### src/pkg/power_drive_map.svh
`ifndef POWER_DRIVE_MAP_SVH
`define POWER_DRIVE_MAP_SVH
// ----------------------------------------
// clock and loop timing
// ----------------------------------------
`define CLK_MHZ        100
`define STEP_US        1000
// ----------------------------------------
// frequency points in 0.5 Hz units
// ----------------------------------------
`define FREQ_MIN_HALF  19'h35B60
`define FREQ_MAX_HALF  19'h64190
`define FREQ_PING_HALF 19'h55730
`define FREQ_B140_HALF 19'h445C0
`define FREQ_B160_HALF 19'h4E200
`define FREQ_B180_HALF 19'h57E40
// band scaling factors in 0.5 Hz units
`define SCALE_B110     4'h3
`define SCALE_B140     4'h4
`define SCALE_B160     4'h6
`define SCALE_B180     4'hA
// ----------------------------------------
// duty cycle in 0.01 % units
// ----------------------------------------
`define DUTY_MAX       14'h1388
`define DUTY_MIN       14'h03E8
// ----------------------------------------
// loop constants (integral kept times 20)
// ----------------------------------------
`define PROP_GAIN      24'sh00000A
`define INT_LIMIT      24'sh00EA60
`define PID_LIMIT      24'sh004E20
`define INT_DIV_MUL    14'sh0CCD
// ----------------------------------------
// oscillator constants
// ----------------------------------------
`define NCO_INC_MUL    21'h15798F
`define DUTY_THR_MUL   19'h68DB8
`define PHASE_HALF     32'h80000000
// ----------------------------------------
// register map
// ----------------------------------------
`define REG_CTRL       8'h00
`define REG_TARGET     8'h04
`define REG_STATUS     8'h08
`define REG_FREQ       8'h0C
`define REG_DUTY       8'h10
`define REG_CURRENT    8'h14
`define REG_PID        8'h18
`define CTRL_EN_BIT    0
`define CTRL_DUTY_BIT  1
`define RESP_OKAY      2'h0
`define RESP_SLVERR    2'h2
`endif

### src/pkg/power_drive_pkg.sv
package power_drive_pkg;
  typedef enum logic [1:0] {
    ST_OFF  = 2'h0,
    ST_PING = 2'h1,
    ST_REG  = 2'h3
  } drive_state_type;
  typedef logic [18:0] freq_type;
  typedef logic [13:0] duty_type;
endpackage : power_drive_pkg
### src/pkg/bridge_if.sv
`timescale 1ns/1ns
interface bridge_if;
  power_drive_pkg::freq_type freq;
  power_drive_pkg::duty_type duty;
  logic                      run;
  logic                      leg_a;
  logic                      leg_b;
  modport ctrl (output freq, duty, run, input leg_a, leg_b);
  modport gen (input freq, duty, run, output leg_a, leg_b);
endinterface : bridge_if

### src/hw/bridge_nco.sv
`timescale 1ns/1ns
`include "power_drive_map.svh"
module bridge_nco (
  input wire logic clk_in,
  input wire logic srst_in,
  bridge_if.gen    drv
);
  logic [31:0] phase_reg;
  logic [31:0] phase_next;
  logic        leg_a_reg;
  logic        leg_a_next;
  logic        leg_b_reg;
  logic        leg_b_next;
  logic [39:0] inc_prod;
  logic [32:0] thr_prod;
  logic [31:0] inc;
  logic [31:0] thr;
  logic [31:0] half;

  // ----------------------------------------
  // phase accumulator and leg compare
  // ----------------------------------------
  always_comb begin
    inc_prod   = 40'(drv.freq) * 40'(`NCO_INC_MUL); // see [RQ4] see [RQ5]
    thr_prod   = 33'(drv.duty) * 33'(`DUTY_THR_MUL); // see [RQ6]
    inc        = {8'h00, inc_prod[39:16]};
    thr        = thr_prod[31:0];
    half       = phase_reg - `PHASE_HALF;
    phase_next = drv.run ? phase_reg + inc : 32'h00000000;
    leg_a_next = drv.run && (phase_reg < thr); // see [RQ1]
    leg_b_next = drv.run && (half < thr); // see [RQ2]
  end

  // register stage
  always_ff @(posedge clk_in) begin
    if (srst_in) begin
      phase_reg <= 32'h00000000;
      leg_a_reg <= 1'b0;
      leg_b_reg <= 1'b0;
    end else begin
      phase_reg <= phase_next;
      leg_a_reg <= leg_a_next;
      leg_b_reg <= leg_b_next;
    end
  end

  assign drv.leg_a = leg_a_reg;
  assign drv.leg_b = leg_b_reg;
endmodule : bridge_nco

### src/hw/inductive_power_drive_pid.sv
// The implementer's own choices: the AXI4-Lite interface to the registers and the register offsets.
`timescale 1ns/1ns
`include "power_drive_map.svh"
// Operation
// [RQ1] drive 110 to 205 kHz at 50 percent
// [RQ2] reduce duty 10-50 percent only at 205 kHz
// [RQ3] higher frequency or lower duty means less power
// [RQ4] frequency step fine enough, 110-175 kHz band
// [RQ5] frequency step fine enough, 175-205 kHz band
// [RQ6] duty step 0.1 percent or finer
// [RQ7] ping starts at 175 kHz, 50 percent
// [RQ8] loop controls frequency or duty
// [RQ9] coil current resolved to 7 mA or finer
// [RQ10] gains 10, 0.05, 0; limits 3000, 20000
// [RQ11] duty control: same loop, -0.01 percent scale
// [RQ12] frequency scale 1.5, 2, 3, 5 Hz by band
// [RQ13] clamp integral, clamp output, add to variable
// [RQ14] saturate frequency and duty at range edges
module inductive_power_drive_pid #(
  parameter int unsigned STEP_CYCLES = `STEP_US * `CLK_MHZ,
  parameter int unsigned CNT_W       = 20
) (
  input  wire logic        CLK_IN,
  input  wire logic        SRST_IN,
  input  wire logic [7:0]  AWADDR_IN,
  input  wire logic        AWVALID_IN,
  output logic             AWREADY_OUT,
  input  wire logic [31:0] WDATA_IN,
  input  wire logic [3:0]  WSTRB_IN,
  input  wire logic        WVALID_IN,
  output logic             WREADY_OUT,
  output logic [1:0]       BRESP_OUT,
  output logic             BVALID_OUT,
  input  wire logic        BREADY_IN,
  input  wire logic [7:0]  ARADDR_IN,
  input  wire logic        ARVALID_IN,
  output logic             ARREADY_OUT,
  output logic [31:0]      RDATA_OUT,
  output logic [1:0]       RRESP_OUT,
  output logic             RVALID_OUT,
  input  wire logic        RREADY_IN,
  input  wire logic [11:0] COIL_AMP_IN,
  output logic             BRIDGE_A_OUT,
  output logic             BRIDGE_B_OUT
);
  // ----------------------------------------
  // declarations
  // ----------------------------------------
  logic [11:0]                     amp_meta_reg;
  logic [11:0]                     amp_sync_reg;
  logic                            aw_full_reg, aw_full_next;
  logic [7:0]                      aw_addr_reg, aw_addr_next;
  logic                            w_full_reg, w_full_next;
  logic [31:0]                     w_data_reg, w_data_next;
  logic [3:0]                      w_strb_reg, w_strb_next;
  logic                            awready_reg, awready_next;
  logic                            wready_reg, wready_next;
  logic                            bvalid_reg, bvalid_next;
  logic [1:0]                      bresp_reg, bresp_next;
  logic                            arready_reg, arready_next;
  logic                            rvalid_reg, rvalid_next;
  logic [31:0]                     rdata_reg, rdata_next;
  logic [1:0]                      rresp_reg, rresp_next;
  logic [31:0]                     ctrl_reg, ctrl_next;
  logic [31:0]                     target_reg, target_next;
  power_drive_pkg::drive_state_type state_reg, state_next;
  logic [CNT_W-1:0]                cnt_reg, cnt_next;
  power_drive_pkg::freq_type       freq_reg, freq_next;
  power_drive_pkg::duty_type       duty_reg, duty_next;
  logic signed [19:0]              isc_reg, isc_next;
  logic signed [15:0]              pid_reg, pid_next;
  logic signed [16:0]              err;
  logic signed [19:0]              isc_new;
  logic signed [33:0]              i_prod;
  logic signed [15:0]              i_term;
  logic signed [23:0]              p_term;
  logic signed [15:0]              pid_new;
  logic [3:0]                      scale_half;
  logic signed [23:0]              f_delta;
  logic signed [23:0]              f_new;
  logic signed [23:0]              d_new;
  logic                            duty_ctl;
  logic                            step;

  bridge_if drv ();

  // ----------------------------------------
  // helpers
  // ----------------------------------------
  function automatic logic signed [23:0] bound(input logic signed [23:0] x,
                                               input logic signed [23:0] lo,
                                               input logic signed [23:0] hi);
    bound = (x < lo) ? lo : ((x > hi) ? hi : x);
  endfunction : bound

  function automatic logic [3:0] band_scale(input logic [18:0] f);
    if (f < `FREQ_B140_HALF) band_scale = `SCALE_B110;
    else if (f < `FREQ_B160_HALF) band_scale = `SCALE_B140;
    else if (f < `FREQ_B180_HALF) band_scale = `SCALE_B160;
    else band_scale = `SCALE_B180;
  endfunction : band_scale

  function automatic logic [31:0] merge(input logic [31:0] old, input logic [31:0] d,
                                        input logic [3:0] s);
    for (int i = 0; i < 4; i++) merge[8*i +: 8] = s[i] ? d[8*i +: 8] : old[8*i +: 8];
  endfunction : merge

  // ----------------------------------------
  // coil current synchroniser
  // ----------------------------------------
  // two stages, 1 mA per bit
  always_ff @(posedge CLK_IN) begin
    if (SRST_IN) begin
      amp_meta_reg <= 12'h000;
      amp_sync_reg <= 12'h000;
    end else begin
      amp_meta_reg <= COIL_AMP_IN;
      amp_sync_reg <= amp_meta_reg; // see [RQ9]
    end
  end

  // ----------------------------------------
  // register bus
  // ----------------------------------------
  // write path takes address and data in either order
  always_comb begin
    aw_full_next = aw_full_reg;
    aw_addr_next = aw_addr_reg;
    w_full_next  = w_full_reg;
    w_data_next  = w_data_reg;
    w_strb_next  = w_strb_reg;
    bvalid_next  = bvalid_reg;
    bresp_next   = bresp_reg;
    arready_next = arready_reg;
    rvalid_next  = rvalid_reg;
    rdata_next   = rdata_reg;
    rresp_next   = rresp_reg;
    ctrl_next    = ctrl_reg;
    target_next  = target_reg;
    if (AWVALID_IN && awready_reg) begin
      aw_full_next = 1'b1;
      aw_addr_next = AWADDR_IN;
    end
    if (WVALID_IN && wready_reg) begin
      w_full_next = 1'b1;
      w_data_next = WDATA_IN;
      w_strb_next = WSTRB_IN;
    end
    if (bvalid_reg && BREADY_IN) bvalid_next = 1'b0;
    if (aw_full_next && w_full_next && !bvalid_next) begin
      bvalid_next  = 1'b1;
      aw_full_next = 1'b0;
      w_full_next  = 1'b0;
      bresp_next   = `RESP_OKAY;
      case (aw_addr_next)
        `REG_CTRL: ctrl_next = merge(ctrl_reg, w_data_next, w_strb_next) & 32'h00000003;
        `REG_TARGET: target_next = merge(target_reg, w_data_next, w_strb_next) & 32'h0000FFFF;
        `REG_STATUS, `REG_FREQ, `REG_DUTY, `REG_CURRENT, `REG_PID: ;
        default: bresp_next = `RESP_SLVERR;
      endcase
    end
    awready_next = !aw_full_next;
    wready_next  = !w_full_next;
    if (rvalid_reg && RREADY_IN) begin
      rvalid_next  = 1'b0;
      arready_next = 1'b1;
    end
    if (ARVALID_IN && arready_reg) begin
      rvalid_next  = 1'b1;
      arready_next = 1'b0;
      rresp_next   = `RESP_OKAY;
      case (ARADDR_IN)
        `REG_CTRL: rdata_next = ctrl_reg;
        `REG_TARGET: rdata_next = target_reg;
        `REG_STATUS: rdata_next = {29'h00000000, duty_reg != `DUTY_MAX, state_reg};
        `REG_FREQ: rdata_next = {13'h0000, freq_reg};
        `REG_DUTY: rdata_next = {18'h00000, duty_reg};
        `REG_CURRENT: rdata_next = {20'h00000, amp_sync_reg};
        `REG_PID: rdata_next = 32'(pid_reg);
        default: begin
          rdata_next = 32'h00000000;
          rresp_next = `RESP_SLVERR;
        end
      endcase
    end
    // ready comes back once no read answer is pending
    if (!arready_reg && !rvalid_next) arready_next = 1'b1;
  end

  // bus registers
  always_ff @(posedge CLK_IN) begin
    if (SRST_IN) begin
      aw_full_reg <= 1'b0;
      aw_addr_reg <= 8'h00;
      w_full_reg  <= 1'b0;
      w_data_reg  <= 32'h00000000;
      w_strb_reg  <= 4'h0;
      awready_reg <= 1'b0;
      wready_reg  <= 1'b0;
      bvalid_reg  <= 1'b0;
      bresp_reg   <= `RESP_OKAY;
      arready_reg <= 1'b0;
      rvalid_reg  <= 1'b0;
      rdata_reg   <= 32'h00000000;
      rresp_reg   <= `RESP_OKAY;
      ctrl_reg    <= 32'h00000000;
      target_reg  <= 32'h00000000;
    end else begin
      aw_full_reg <= aw_full_next;
      aw_addr_reg <= aw_addr_next;
      w_full_reg  <= w_full_next;
      w_data_reg  <= w_data_next;
      w_strb_reg  <= w_strb_next;
      awready_reg <= awready_next;
      wready_reg  <= wready_next;
      bvalid_reg  <= bvalid_next;
      bresp_reg   <= bresp_next;
      arready_reg <= arready_next;
      rvalid_reg  <= rvalid_next;
      rdata_reg   <= rdata_next;
      rresp_reg   <= rresp_next;
      ctrl_reg    <= ctrl_next;
      target_reg  <= target_next;
    end
  end

  // ----------------------------------------
  // control loop
  // ----------------------------------------
  // pid arithmetic, evaluated every cycle, applied on step
  always_comb begin
    step     = cnt_reg == CNT_W'(STEP_CYCLES - 1);
    err      = $signed({1'b0, target_reg[15:0]}) - $signed({5'h00, amp_sync_reg}); // see [RQ9]
    isc_new  = 20'(bound(24'(isc_reg) + 24'(err), -`INT_LIMIT, `INT_LIMIT)); // see [RQ13]
    i_prod   = isc_new * `INT_DIV_MUL; // see [RQ10]
    i_term   = $signed(i_prod[31:16]);
    p_term   = 24'(err) * `PROP_GAIN; // see [RQ10]
    pid_new  = 16'(bound(p_term + 24'(i_term), -`PID_LIMIT, `PID_LIMIT)); // see [RQ13]
    scale_half = band_scale(freq_reg); // see [RQ12]
    f_delta  = 24'(pid_new) * $signed({20'h00000, scale_half});
    f_new    = bound($signed({5'h00, freq_reg}) - f_delta, $signed({5'h00, `FREQ_MIN_HALF}),
                     $signed({5'h00, `FREQ_MAX_HALF})); // see [RQ3] see [RQ14]
    d_new    = bound($signed({10'h000, duty_reg}) + 24'(pid_new), $signed({10'h000, `DUTY_MIN}),
                     $signed({10'h000, `DUTY_MAX})); // see [RQ11] see [RQ14]
    duty_ctl = (freq_reg == `FREQ_MAX_HALF) && ((duty_reg != `DUTY_MAX) ||
               (ctrl_reg[`CTRL_DUTY_BIT] && pid_new[15])); // see [RQ2] see [RQ8]
  end

  // state machine and controlled variables
  always_comb begin
    state_next = state_reg;
    freq_next  = freq_reg;
    duty_next  = duty_reg;
    isc_next   = isc_reg;
    pid_next   = pid_reg;
    cnt_next   = (state_reg == power_drive_pkg::ST_OFF || step) ? '0 : cnt_reg + 1'b1;
    unique case (state_reg)
      power_drive_pkg::ST_OFF: begin
        if (ctrl_reg[`CTRL_EN_BIT]) begin
          state_next = power_drive_pkg::ST_PING;
          freq_next  = `FREQ_PING_HALF; // see [RQ7]
          duty_next  = `DUTY_MAX; // see [RQ7]
          isc_next   = 20'sh00000;
          pid_next   = 16'sh0000;
        end
      end
      power_drive_pkg::ST_PING: begin
        if (step) state_next = power_drive_pkg::ST_REG;
      end
      power_drive_pkg::ST_REG: begin
        if (step) begin
          isc_next = isc_new;
          pid_next = pid_new;
          if (duty_ctl) duty_next = d_new[13:0]; // see [RQ11]
          else freq_next = f_new[18:0]; // see [RQ8] see [RQ13]
        end
      end
      default: state_next = power_drive_pkg::ST_OFF;
    endcase
    if (!ctrl_reg[`CTRL_EN_BIT]) state_next = power_drive_pkg::ST_OFF;
  end

  // loop registers
  always_ff @(posedge CLK_IN) begin
    if (SRST_IN) begin
      state_reg <= power_drive_pkg::ST_OFF;
      cnt_reg   <= '0;
      freq_reg  <= `FREQ_PING_HALF;
      duty_reg  <= `DUTY_MAX;
      isc_reg   <= 20'sh00000;
      pid_reg   <= 16'sh0000;
    end else begin
      state_reg <= state_next;
      cnt_reg   <= cnt_next;
      freq_reg  <= freq_next;
      duty_reg  <= duty_next;
      isc_reg   <= isc_next;
      pid_reg   <= pid_next;
    end
  end

  // ----------------------------------------
  // bridge oscillator and outputs
  // ----------------------------------------
  assign drv.freq = freq_reg;
  assign drv.duty = duty_reg;
  assign drv.run  = state_reg != power_drive_pkg::ST_OFF;

  bridge_nco u_nco (
    .clk_in  (CLK_IN),
    .srst_in (SRST_IN),
    .drv     (drv.gen)
  );

  assign BRIDGE_A_OUT = drv.leg_a;
  assign BRIDGE_B_OUT = drv.leg_b;
  assign AWREADY_OUT  = awready_reg;
  assign WREADY_OUT   = wready_reg;
  assign BVALID_OUT   = bvalid_reg;
  assign BRESP_OUT    = bresp_reg;
  assign ARREADY_OUT  = arready_reg;
  assign RVALID_OUT   = rvalid_reg;
  assign RDATA_OUT    = rdata_reg;
  assign RRESP_OUT    = rresp_reg;
endmodule : inductive_power_drive_pid

### config.mk
export PLATFORM = sky130hd
export DESIGN_NAME = inductive_power_drive_pid
export DESIGN_NICKNAME = d
export VERILOG_FILES = /design/src/pkg/power_drive_pkg.sv /design/src/pkg/bridge_if.sv /design/src/hw/bridge_nco.sv /design/src/hw/inductive_power_drive_pid.sv
export VERILOG_INCLUDE_DIRS = /design/src /design/src/pkg
export SDC_FILE = /design/constraint.sdc
export NUM_CORES = 2
export LEC_CHECK = 0
export ABC_AREA = 1
export BUFFER_PORTS_ARGS = -buffer_cell sky130_fd_sc_hd__buf_2
export CORE_AREA = 2 2 277 279
export DETAILED_ROUTE_END_ITERATION = 8
export DIE_AREA = 0 0 279 281
export SYNTH_ARGS = -nofsm -noshare
export SYNTH_HDL_FRONTEND = slang
export SYNTH_SLANG_ARGS = --single-unit
### constraint.sdc
create_clock -name CLK_IN -period 35.8 [get_ports CLK_IN]
set_input_delay 1.79 -clock CLK_IN [delete_from_list [all_inputs] [get_ports CLK_IN]]
set_output_delay 1.79 -clock CLK_IN [all_outputs]
set_load 0.01 [all_outputs]
=== After elaboration in Yosys (flattened, before gate mapping) ===
Cells that the tools add are included.

* Bits in registers: 236
* Input bits: 71
* Output and inout port bits: 43

* Add/sub/neg operators: 8
* $mul: 5
* Magnitude comparators: 13
* Equality and inequality tests: 22
* Mux-type cells: 44
* Bitwise operators: 3
* Reductions and logical operators: 37

{| class="wikitable"
|+ Operator list
! kind !! number
|-
| $pmux 32 s7 || 1
|-
| $mux 19 || 5
|-
| $mux 16 || 5
|-
| $mux 20 || 4
|-
| $mux 14 || 5
|-
| $lt 32x32->1 || 2
|-
| $lt 19x19->1 const B || 3
|-
| $eq 8x5->1 const B || 6
|-
| $mul 19x21->40 const B || 1
|-
| $pmux 20 s2 || 1
|-
| $pmux 19 s2 || 1
|-
| $add 32x24->32 || 1
|-
| $eq 8x4->1 const B || 4
|-
| $mul 20x13->32 const B || 1
|-
| $pmux 16 s2 || 1
|-
| $sub 32x32->32 const B || 1
|-
| $mul 14x16->29 const B || 1
|-
| $pmux 14 s2 || 1
|-
| $add 22x16->23 || 1
|-
| $gt 23x16->1 const B || 1
|-
| $lt 23x16->1 const B || 1
|-
| $gt 22x20->1 const B || 1
|-
| $lt 22x19->1 const B || 1
|-
| $sub 20x21->22 || 1
|-
| other kinds (35) || 82
|}

=== Depth between registers and ports, before layout ===
* Depth in word-level cells: 18
* Mapped depth: 117

=== Cells and area by module ===
Synthesis repeated with hierarchy kept, for this count alone.

* Cells, all modules: 4837
* Area, all modules: 35967.0 µm²

{| class="wikitable"
|+ Modules (own cells, without submodules)
! module !! times used !! cells an instance !! area each (µm²)
|-
| inductive_power_drive_pid || 1 || 2844 || 20174.3
|-
| bridge_nco || 1 || 1993 || 15792.6
|}

=== Worst setup path before layout ===
Ideal clock, no wire load.

* Kind: register -> register
* Start: register amp_sync_reg[3]
* End: register freq_reg[0], in the netlist drv.freq[0]
* Library setup time: 0.129 ns
* Data arrival time: 16.586 ns
* Required time: 35.671 ns
* Path slack: 19.085 ns
* Stages on the path, launching flop included: 102
* Path buffers: 1
* Clock period less this slack: 16.715 ns
* Cells stage by stage: dfxtp_1 inv_1 ha_1 a21oi_1 o21ai_1 a21oi_1 o21ai_1 nand3_1 nand2_1 a21boi_1 nor3b_1 nor2_1 nand2_1 nor3_1 ha_1 inv_2 nor3_1 a211oi_1 [... 66 more ...] a21oi_1 inv_1 a21oi_1 nor2_1 nor2_1 xnor2_1 a31o_2 a21oi_1 nor3_1 or3b_2 nand2_1 nor2_1 inv_1 nor2_1 inv_1 nor2_1 o21ai_0 a21oi_1

* Word-level cells in the longest chain between the ends: 18
* Elaborated cells between the ends (all ways): 27
* Those cells by class: 4 x add/sub; 3 x mul; 6 x order compare; 1 x eq/ne; 9 x mux; 4 x reduce/logical

{| class="wikitable"
|+ RTL lines
! what !! RTL line !! RTL
|-
| start, declared || inductive_power_drive_pid.sv:50 || <nowiki>logic [11:0] amp_sync_reg;</nowiki>
|-
| start signal, assigned || inductive_power_drive_pid.sv:118 || <nowiki>amp_sync_reg <= amp_meta_reg;</nowiki>
|-
| $sub 16x12->17 (*) || inductive_power_drive_pid.sv:233 || <nowiki>err = $signed({1'b0, target_reg[15:0]}) - $signed({5'h00, amp_sync_reg});</nowiki>
|-
| $add 20x17->21 || inductive_power_drive_pid.sv:234 || <nowiki>isc_new = 20'(bound(24'(isc_reg) + 24'(err), -`INT_LIMIT, `INT_LIMIT));</nowiki>
|-
| $gt 21x17->1 || inductive_power_drive_pid.sv:93 || <nowiki>bound = (x < lo) ? lo : ((x > hi) ? hi : x);</nowiki>
|-
| $mux 20 (2 in series) || inductive_power_drive_pid.sv:93 ||
|-
| $mul 20x13->32 (no line) || -- ||
|-
| $add 22x16->23 (*) || inductive_power_drive_pid.sv:238 || <nowiki>pid_new = 16'(bound(p_term + 24'(i_term), -`PID_LIMIT, `PID_LIMIT));</nowiki>
|-
| $gt 23x16->1 || inductive_power_drive_pid.sv:93 ||
|-
| $mux 16 || inductive_power_drive_pid.sv:93 ||
|-
| $mux 16 (*) || inductive_power_drive_pid.sv:93 ||
|-
| $mul 16x5->21 || inductive_power_drive_pid.sv:240 || <nowiki>f_delta = 24'(pid_new) * $signed({20'h00000, scale_half});</nowiki>
|-
| $sub 20x21->22 || inductive_power_drive_pid.sv:241 || <nowiki>f_new = bound($signed({5'h00, freq_reg}) - f_delta, $signed({5'h00, `FREQ_MIN_HALF}),</nowiki>
|-
| $gt 22x20->1 || inductive_power_drive_pid.sv:93 ||
|-
| $mux 19 (2 in series) || inductive_power_drive_pid.sv:93 ||
|-
| $mux 19 || inductive_power_drive_pid.sv:274 || <nowiki>if (duty_ctl) duty_next = d_new[13:0];</nowiki>
|-
| $mux 19 || inductive_power_drive_pid.sv:271 || <nowiki>if (step) begin</nowiki>
|-
| $pmux 19 s2 || inductive_power_drive_pid.sv:257 || <nowiki>unique case (state_reg)</nowiki>
|-
| end signal, assigned || inductive_power_drive_pid.sv:288 || <nowiki>freq_reg <= `FREQ_PING_HALF;</nowiki>
|-
| end signal, assigned || inductive_power_drive_pid.sv:295 || <nowiki>freq_reg <= freq_next;</nowiki>
|-
| end, declared || inductive_power_drive_pid.sv:68 || <nowiki>power_drive_pkg::freq_type freq_reg, freq_next;</nowiki>
|}

Every way passes the cells marked *; elsewhere a longest branch is shown, timed or not. The select of a mux whose other input is x is not followed.
A chain may end at the register's enable or synchronous reset.

=== Final worst setup path ===
* Start: register amp_sync_reg[2]
* End: register freq_reg[0], in the netlist drv.freq[0]

The elaborated chain is that of the path after synthesis.

==> impl_metrics.tcl <==
set metrics [dict create \
    via_per_inst 5.04 \
    ant_nets 0 \
    drtPass1Iterations 5 \
    hold_violations 0 \
    cts_tree "built" \
    endpoint_kind "flop" \
    cts_setup_buffers 0 \
    rows 101 \
    drcViolationCount 0 \
    clock_latency_ns 0.60 \
    numPortBuffers 93 \
    async_flop_share 0 \
    first_iter_violations 1272 \
    synth-seq-cells 222 \
    clockBufferDepth 3 \
    fin_crit_ns 20.35 \
    worst_pin_slew_ns 1.04 \
    synth.largest_area_cell "ha_1" \
    synth_top_area_share 0.221 \
    htreeDepth 1 \
    reg2reg_depth 101 \
    gp_congestion 0.935 \
    die_area_sq_um 78400 \
    synth_cell_types 67 \
    wl_per_cell_um 16.2 \
    start_kind "flop" \
    cts_sinks 222 \
    r2r_start "amp_sync_reg[2]" \
    netlist_area_sq_um 33600 \
    hold_buffers 0 \
    antenna_found_initial 0 \
    cp_num_buf_inv 20 \
    hold_depth 2 \
    slowest_stage "nor4_1" \
    max_freq_ghz 0.0491 \
    worstReg2RegEnd "drv.freq[0]" \
    cp.required_ns 36.23 \
    relSlewSlack 0.300 \
    dp.cells 5295 \
    path_depth 101 \
    track_usage 0.224 \
    slowest_delay_ns 0.90 \
    layout.nets 5370 \
    regToRegSetupSlack_ns 15.45 \
    outcome "complete, no violations" \
    startpoint "amp_sync_reg[2]" \
    seq_area_frac_synth 0.132 \
    fin_tns_setup_ns 0 \
    largest_register_ffs 32 \
    grt_pass1_vias 26900 \
    setup_violations 0 \
    core-area_sq_um 75400 \
    yosysWarnings 0 \
    critical_path.top_delay_family "compound AO/OA/AOI/OAI gates" \
    fp.dieW_um 279 \
    die_y_um 281 \
    ioPinCount 114 \
    cp.arrival_ns 20.78 \
    grt_overflow 0 \
    final_area_sq_um 36000 \
    clock_skew_ns 0.0258 \
    drt-total-wl_um 86700 \
    crit_type "flop to flop" \
    cts-buffers-inserted 27 \
    endpoint "drv.freq[0]" \
    syn-instance-count 4272 \
    drv_cap 0 \
    rsz0062_at_grt "false" \
    hp-class "flop to flop" \
    vias 26900 \
    path_clk_slew_ns 0.06 \
    cts_root_buffer "clkbuf_16" \
    placed_cell_area_sq_um 35100 \
    synth_edf_count 0 \
    cp_max_fo 17 \
    synth_flop_cell "dfxtp_1" \
    post-route-period-util 0.568 \
    dp_hpwl_um 73800 \
    grt_max_degree 62 \
    drive_gt1_frac 0.0538 \
    fin_cells 5344 \
    cts_resized 0 \
    crit_top_cell "inv_1" \
    grt_pass1_wl_um 140000 \
    avgSynthCellArea_sq_um 7.87 \
    synth.area.top_cells "ha_1 (22%), fa_1 (21%), dfxtp_1 (13%), inv_1 (11%), nand2_1 (6.7%)" \
    syn2layout_area_growth_pct 7.12 \
    start_util 0.446 \
    finalMaxSlewViolations 0 \
]
## Yosys cell counts (5+ instances only)
library cell and number:
o21ai_0 129, nand2_1 599, buf_4 15, dfxtp_1 222
clkbuf_1 45, nand4_1 42, o211ai_1 10, o22ai_1 18
o31ai_1 10, o21a_1 11, a211oi_1 23, nand3_2 5
nor2_1 286, fa_1 360, inv_2 15, nand3_1 148
a221oi_1 6, o21ai_1 9, ha_1 593, nor2_2 5
nor3b_1 5, mux2i_1 21, a21oi_1 339, a31oi_1 15
nand2_2 17, inv_1 978, o21bai_1 21, nor4_1 14
or2_2 20, nand3b_1 9, a21o_1 10, nor3_1 45
xor2_1 112, xnor2_1 58
## cell usage in the layout (no fill, tap or decap), types with 5 or more instances in the layout
| cell | count |
|---|---|
| ha_1 | 593 |
| nand3b_1 | 9 |
| dfxtp_1 | 222 |
| nand2_2 | 17 |
| inv_1 | 978 |
| a211oi_1 | 23 |
| nor3_1 | 45 |
| buf_4 | 18 |
| xnor2_1 | 58 |
| fa_1 | 360 |
| o21ai_0 | 129 |
| clkbuf_16 | 27 |
| nand2_1 | 599 |
| inv_2 | 15 |
| nand3_1 | 148 |
| o211ai_1 | 10 |
| nor2_2 | 6 |
| nand3_2 | 5 |
| o21a_1 | 11 |
| xor2_1 | 112 |
| nor3b_1 | 5 |
| inv_6 | 5 |
| or2_2 | 20 |
| mux2i_1 | 21 |
| clkinv_2 | 5 |
| a31oi_1 | 15 |
| o21bai_1 | 21 |
| nor2_1 | 285 |
| buf_2 | 92 |
| o22ai_1 | 18 |
| o21ai_1 | 9 |
| o31ai_1 | 10 |
| a221oi_1 | 6 |
| a21oi_1 | 339 |
| nand4_1 | 42 |
| nor4_1 | 13 |
| a21o_1 | 10 |
## metal layers
metal  GRT usage  vias to the layer above  wire length [um]
met2       0.389                      475             41200
met4      0.0648                        0              2620
met5           0                        -                 0
met1       0.290                    12600             38800
met3      0.0309                      114              4100
li1            -                    13700                 -
## how the worst min path moves through the flow
stage | startpoint | slack, ns | endpoint
finish | amp_meta_reg[3] | 0.40 | amp_sync_reg[3]
global route | amp_meta_reg[9] | 0.42 | amp_sync_reg[9]
CTS | amp_meta_reg[0] | 0.40 | amp_sync_reg[0]
detailed placement | amp_meta_reg[0] | 0.39 | amp_sync_reg[0]
global placement | amp_meta_reg[2] | 0.39 | amp_sync_reg[2]
floorplan | amp_meta_reg[0] | 0.39 | amp_sync_reg[0]
## worst min-delay path, cell delays in order (launching register included)
cell and delay [ns]:
dfxtp_1 0.30, inv_1 0.04, nor2_1 0.03
## logic make-up after synthesis
| logic type | synth area share |
|---|---|
| and+or+nand+nor | 0.155 |
| other | 0.000112 |
| AOI/OAI and AO/OA | 0.105 |
| DFF | 0.132 |
| xor gates and xnor gates | 0.0451 |
| buffers and inverters | 0.121 |
| muxes | 0.00625 |
| adders and majority gates | 0.435 |
## final cells by class
| type | instances | area, sq um |
|---|---|---|
| antenna | 2 | 5.00 |
| inverter | 998 | 3750 |
| clock buffer | 33 | 738 |
| tap | 978 | 1220 |
| clock inverter | 14 | 135 |
| timing repair buffer | 110 | 596 |
| fill | 7496 | 39400 |
| multi-input combinational | 2987 | 25100 |
| sequential | 222 | 4440 |
## metrics by stage
| step | util | setup WS, ns | hold slack [ns] |
|---|---|---|---|
| finish | 0.477 | 15.45 | 0.402 |
| floorplan | - | 19.09 | 0.388 |
| CTS | 0.477 | 15.46 | 0.403 |
| detailed placement | 0.466 | 15.52 | 0.393 |
| global route | 0.477 | 13.30 | 0.419 |
| global placement | 0.466 | 15.65 | 0.394 |
Power is left out: the tool's default activity adds up to more than one toggle a clock period on the data nets, which glitch-free logic cannot reach.
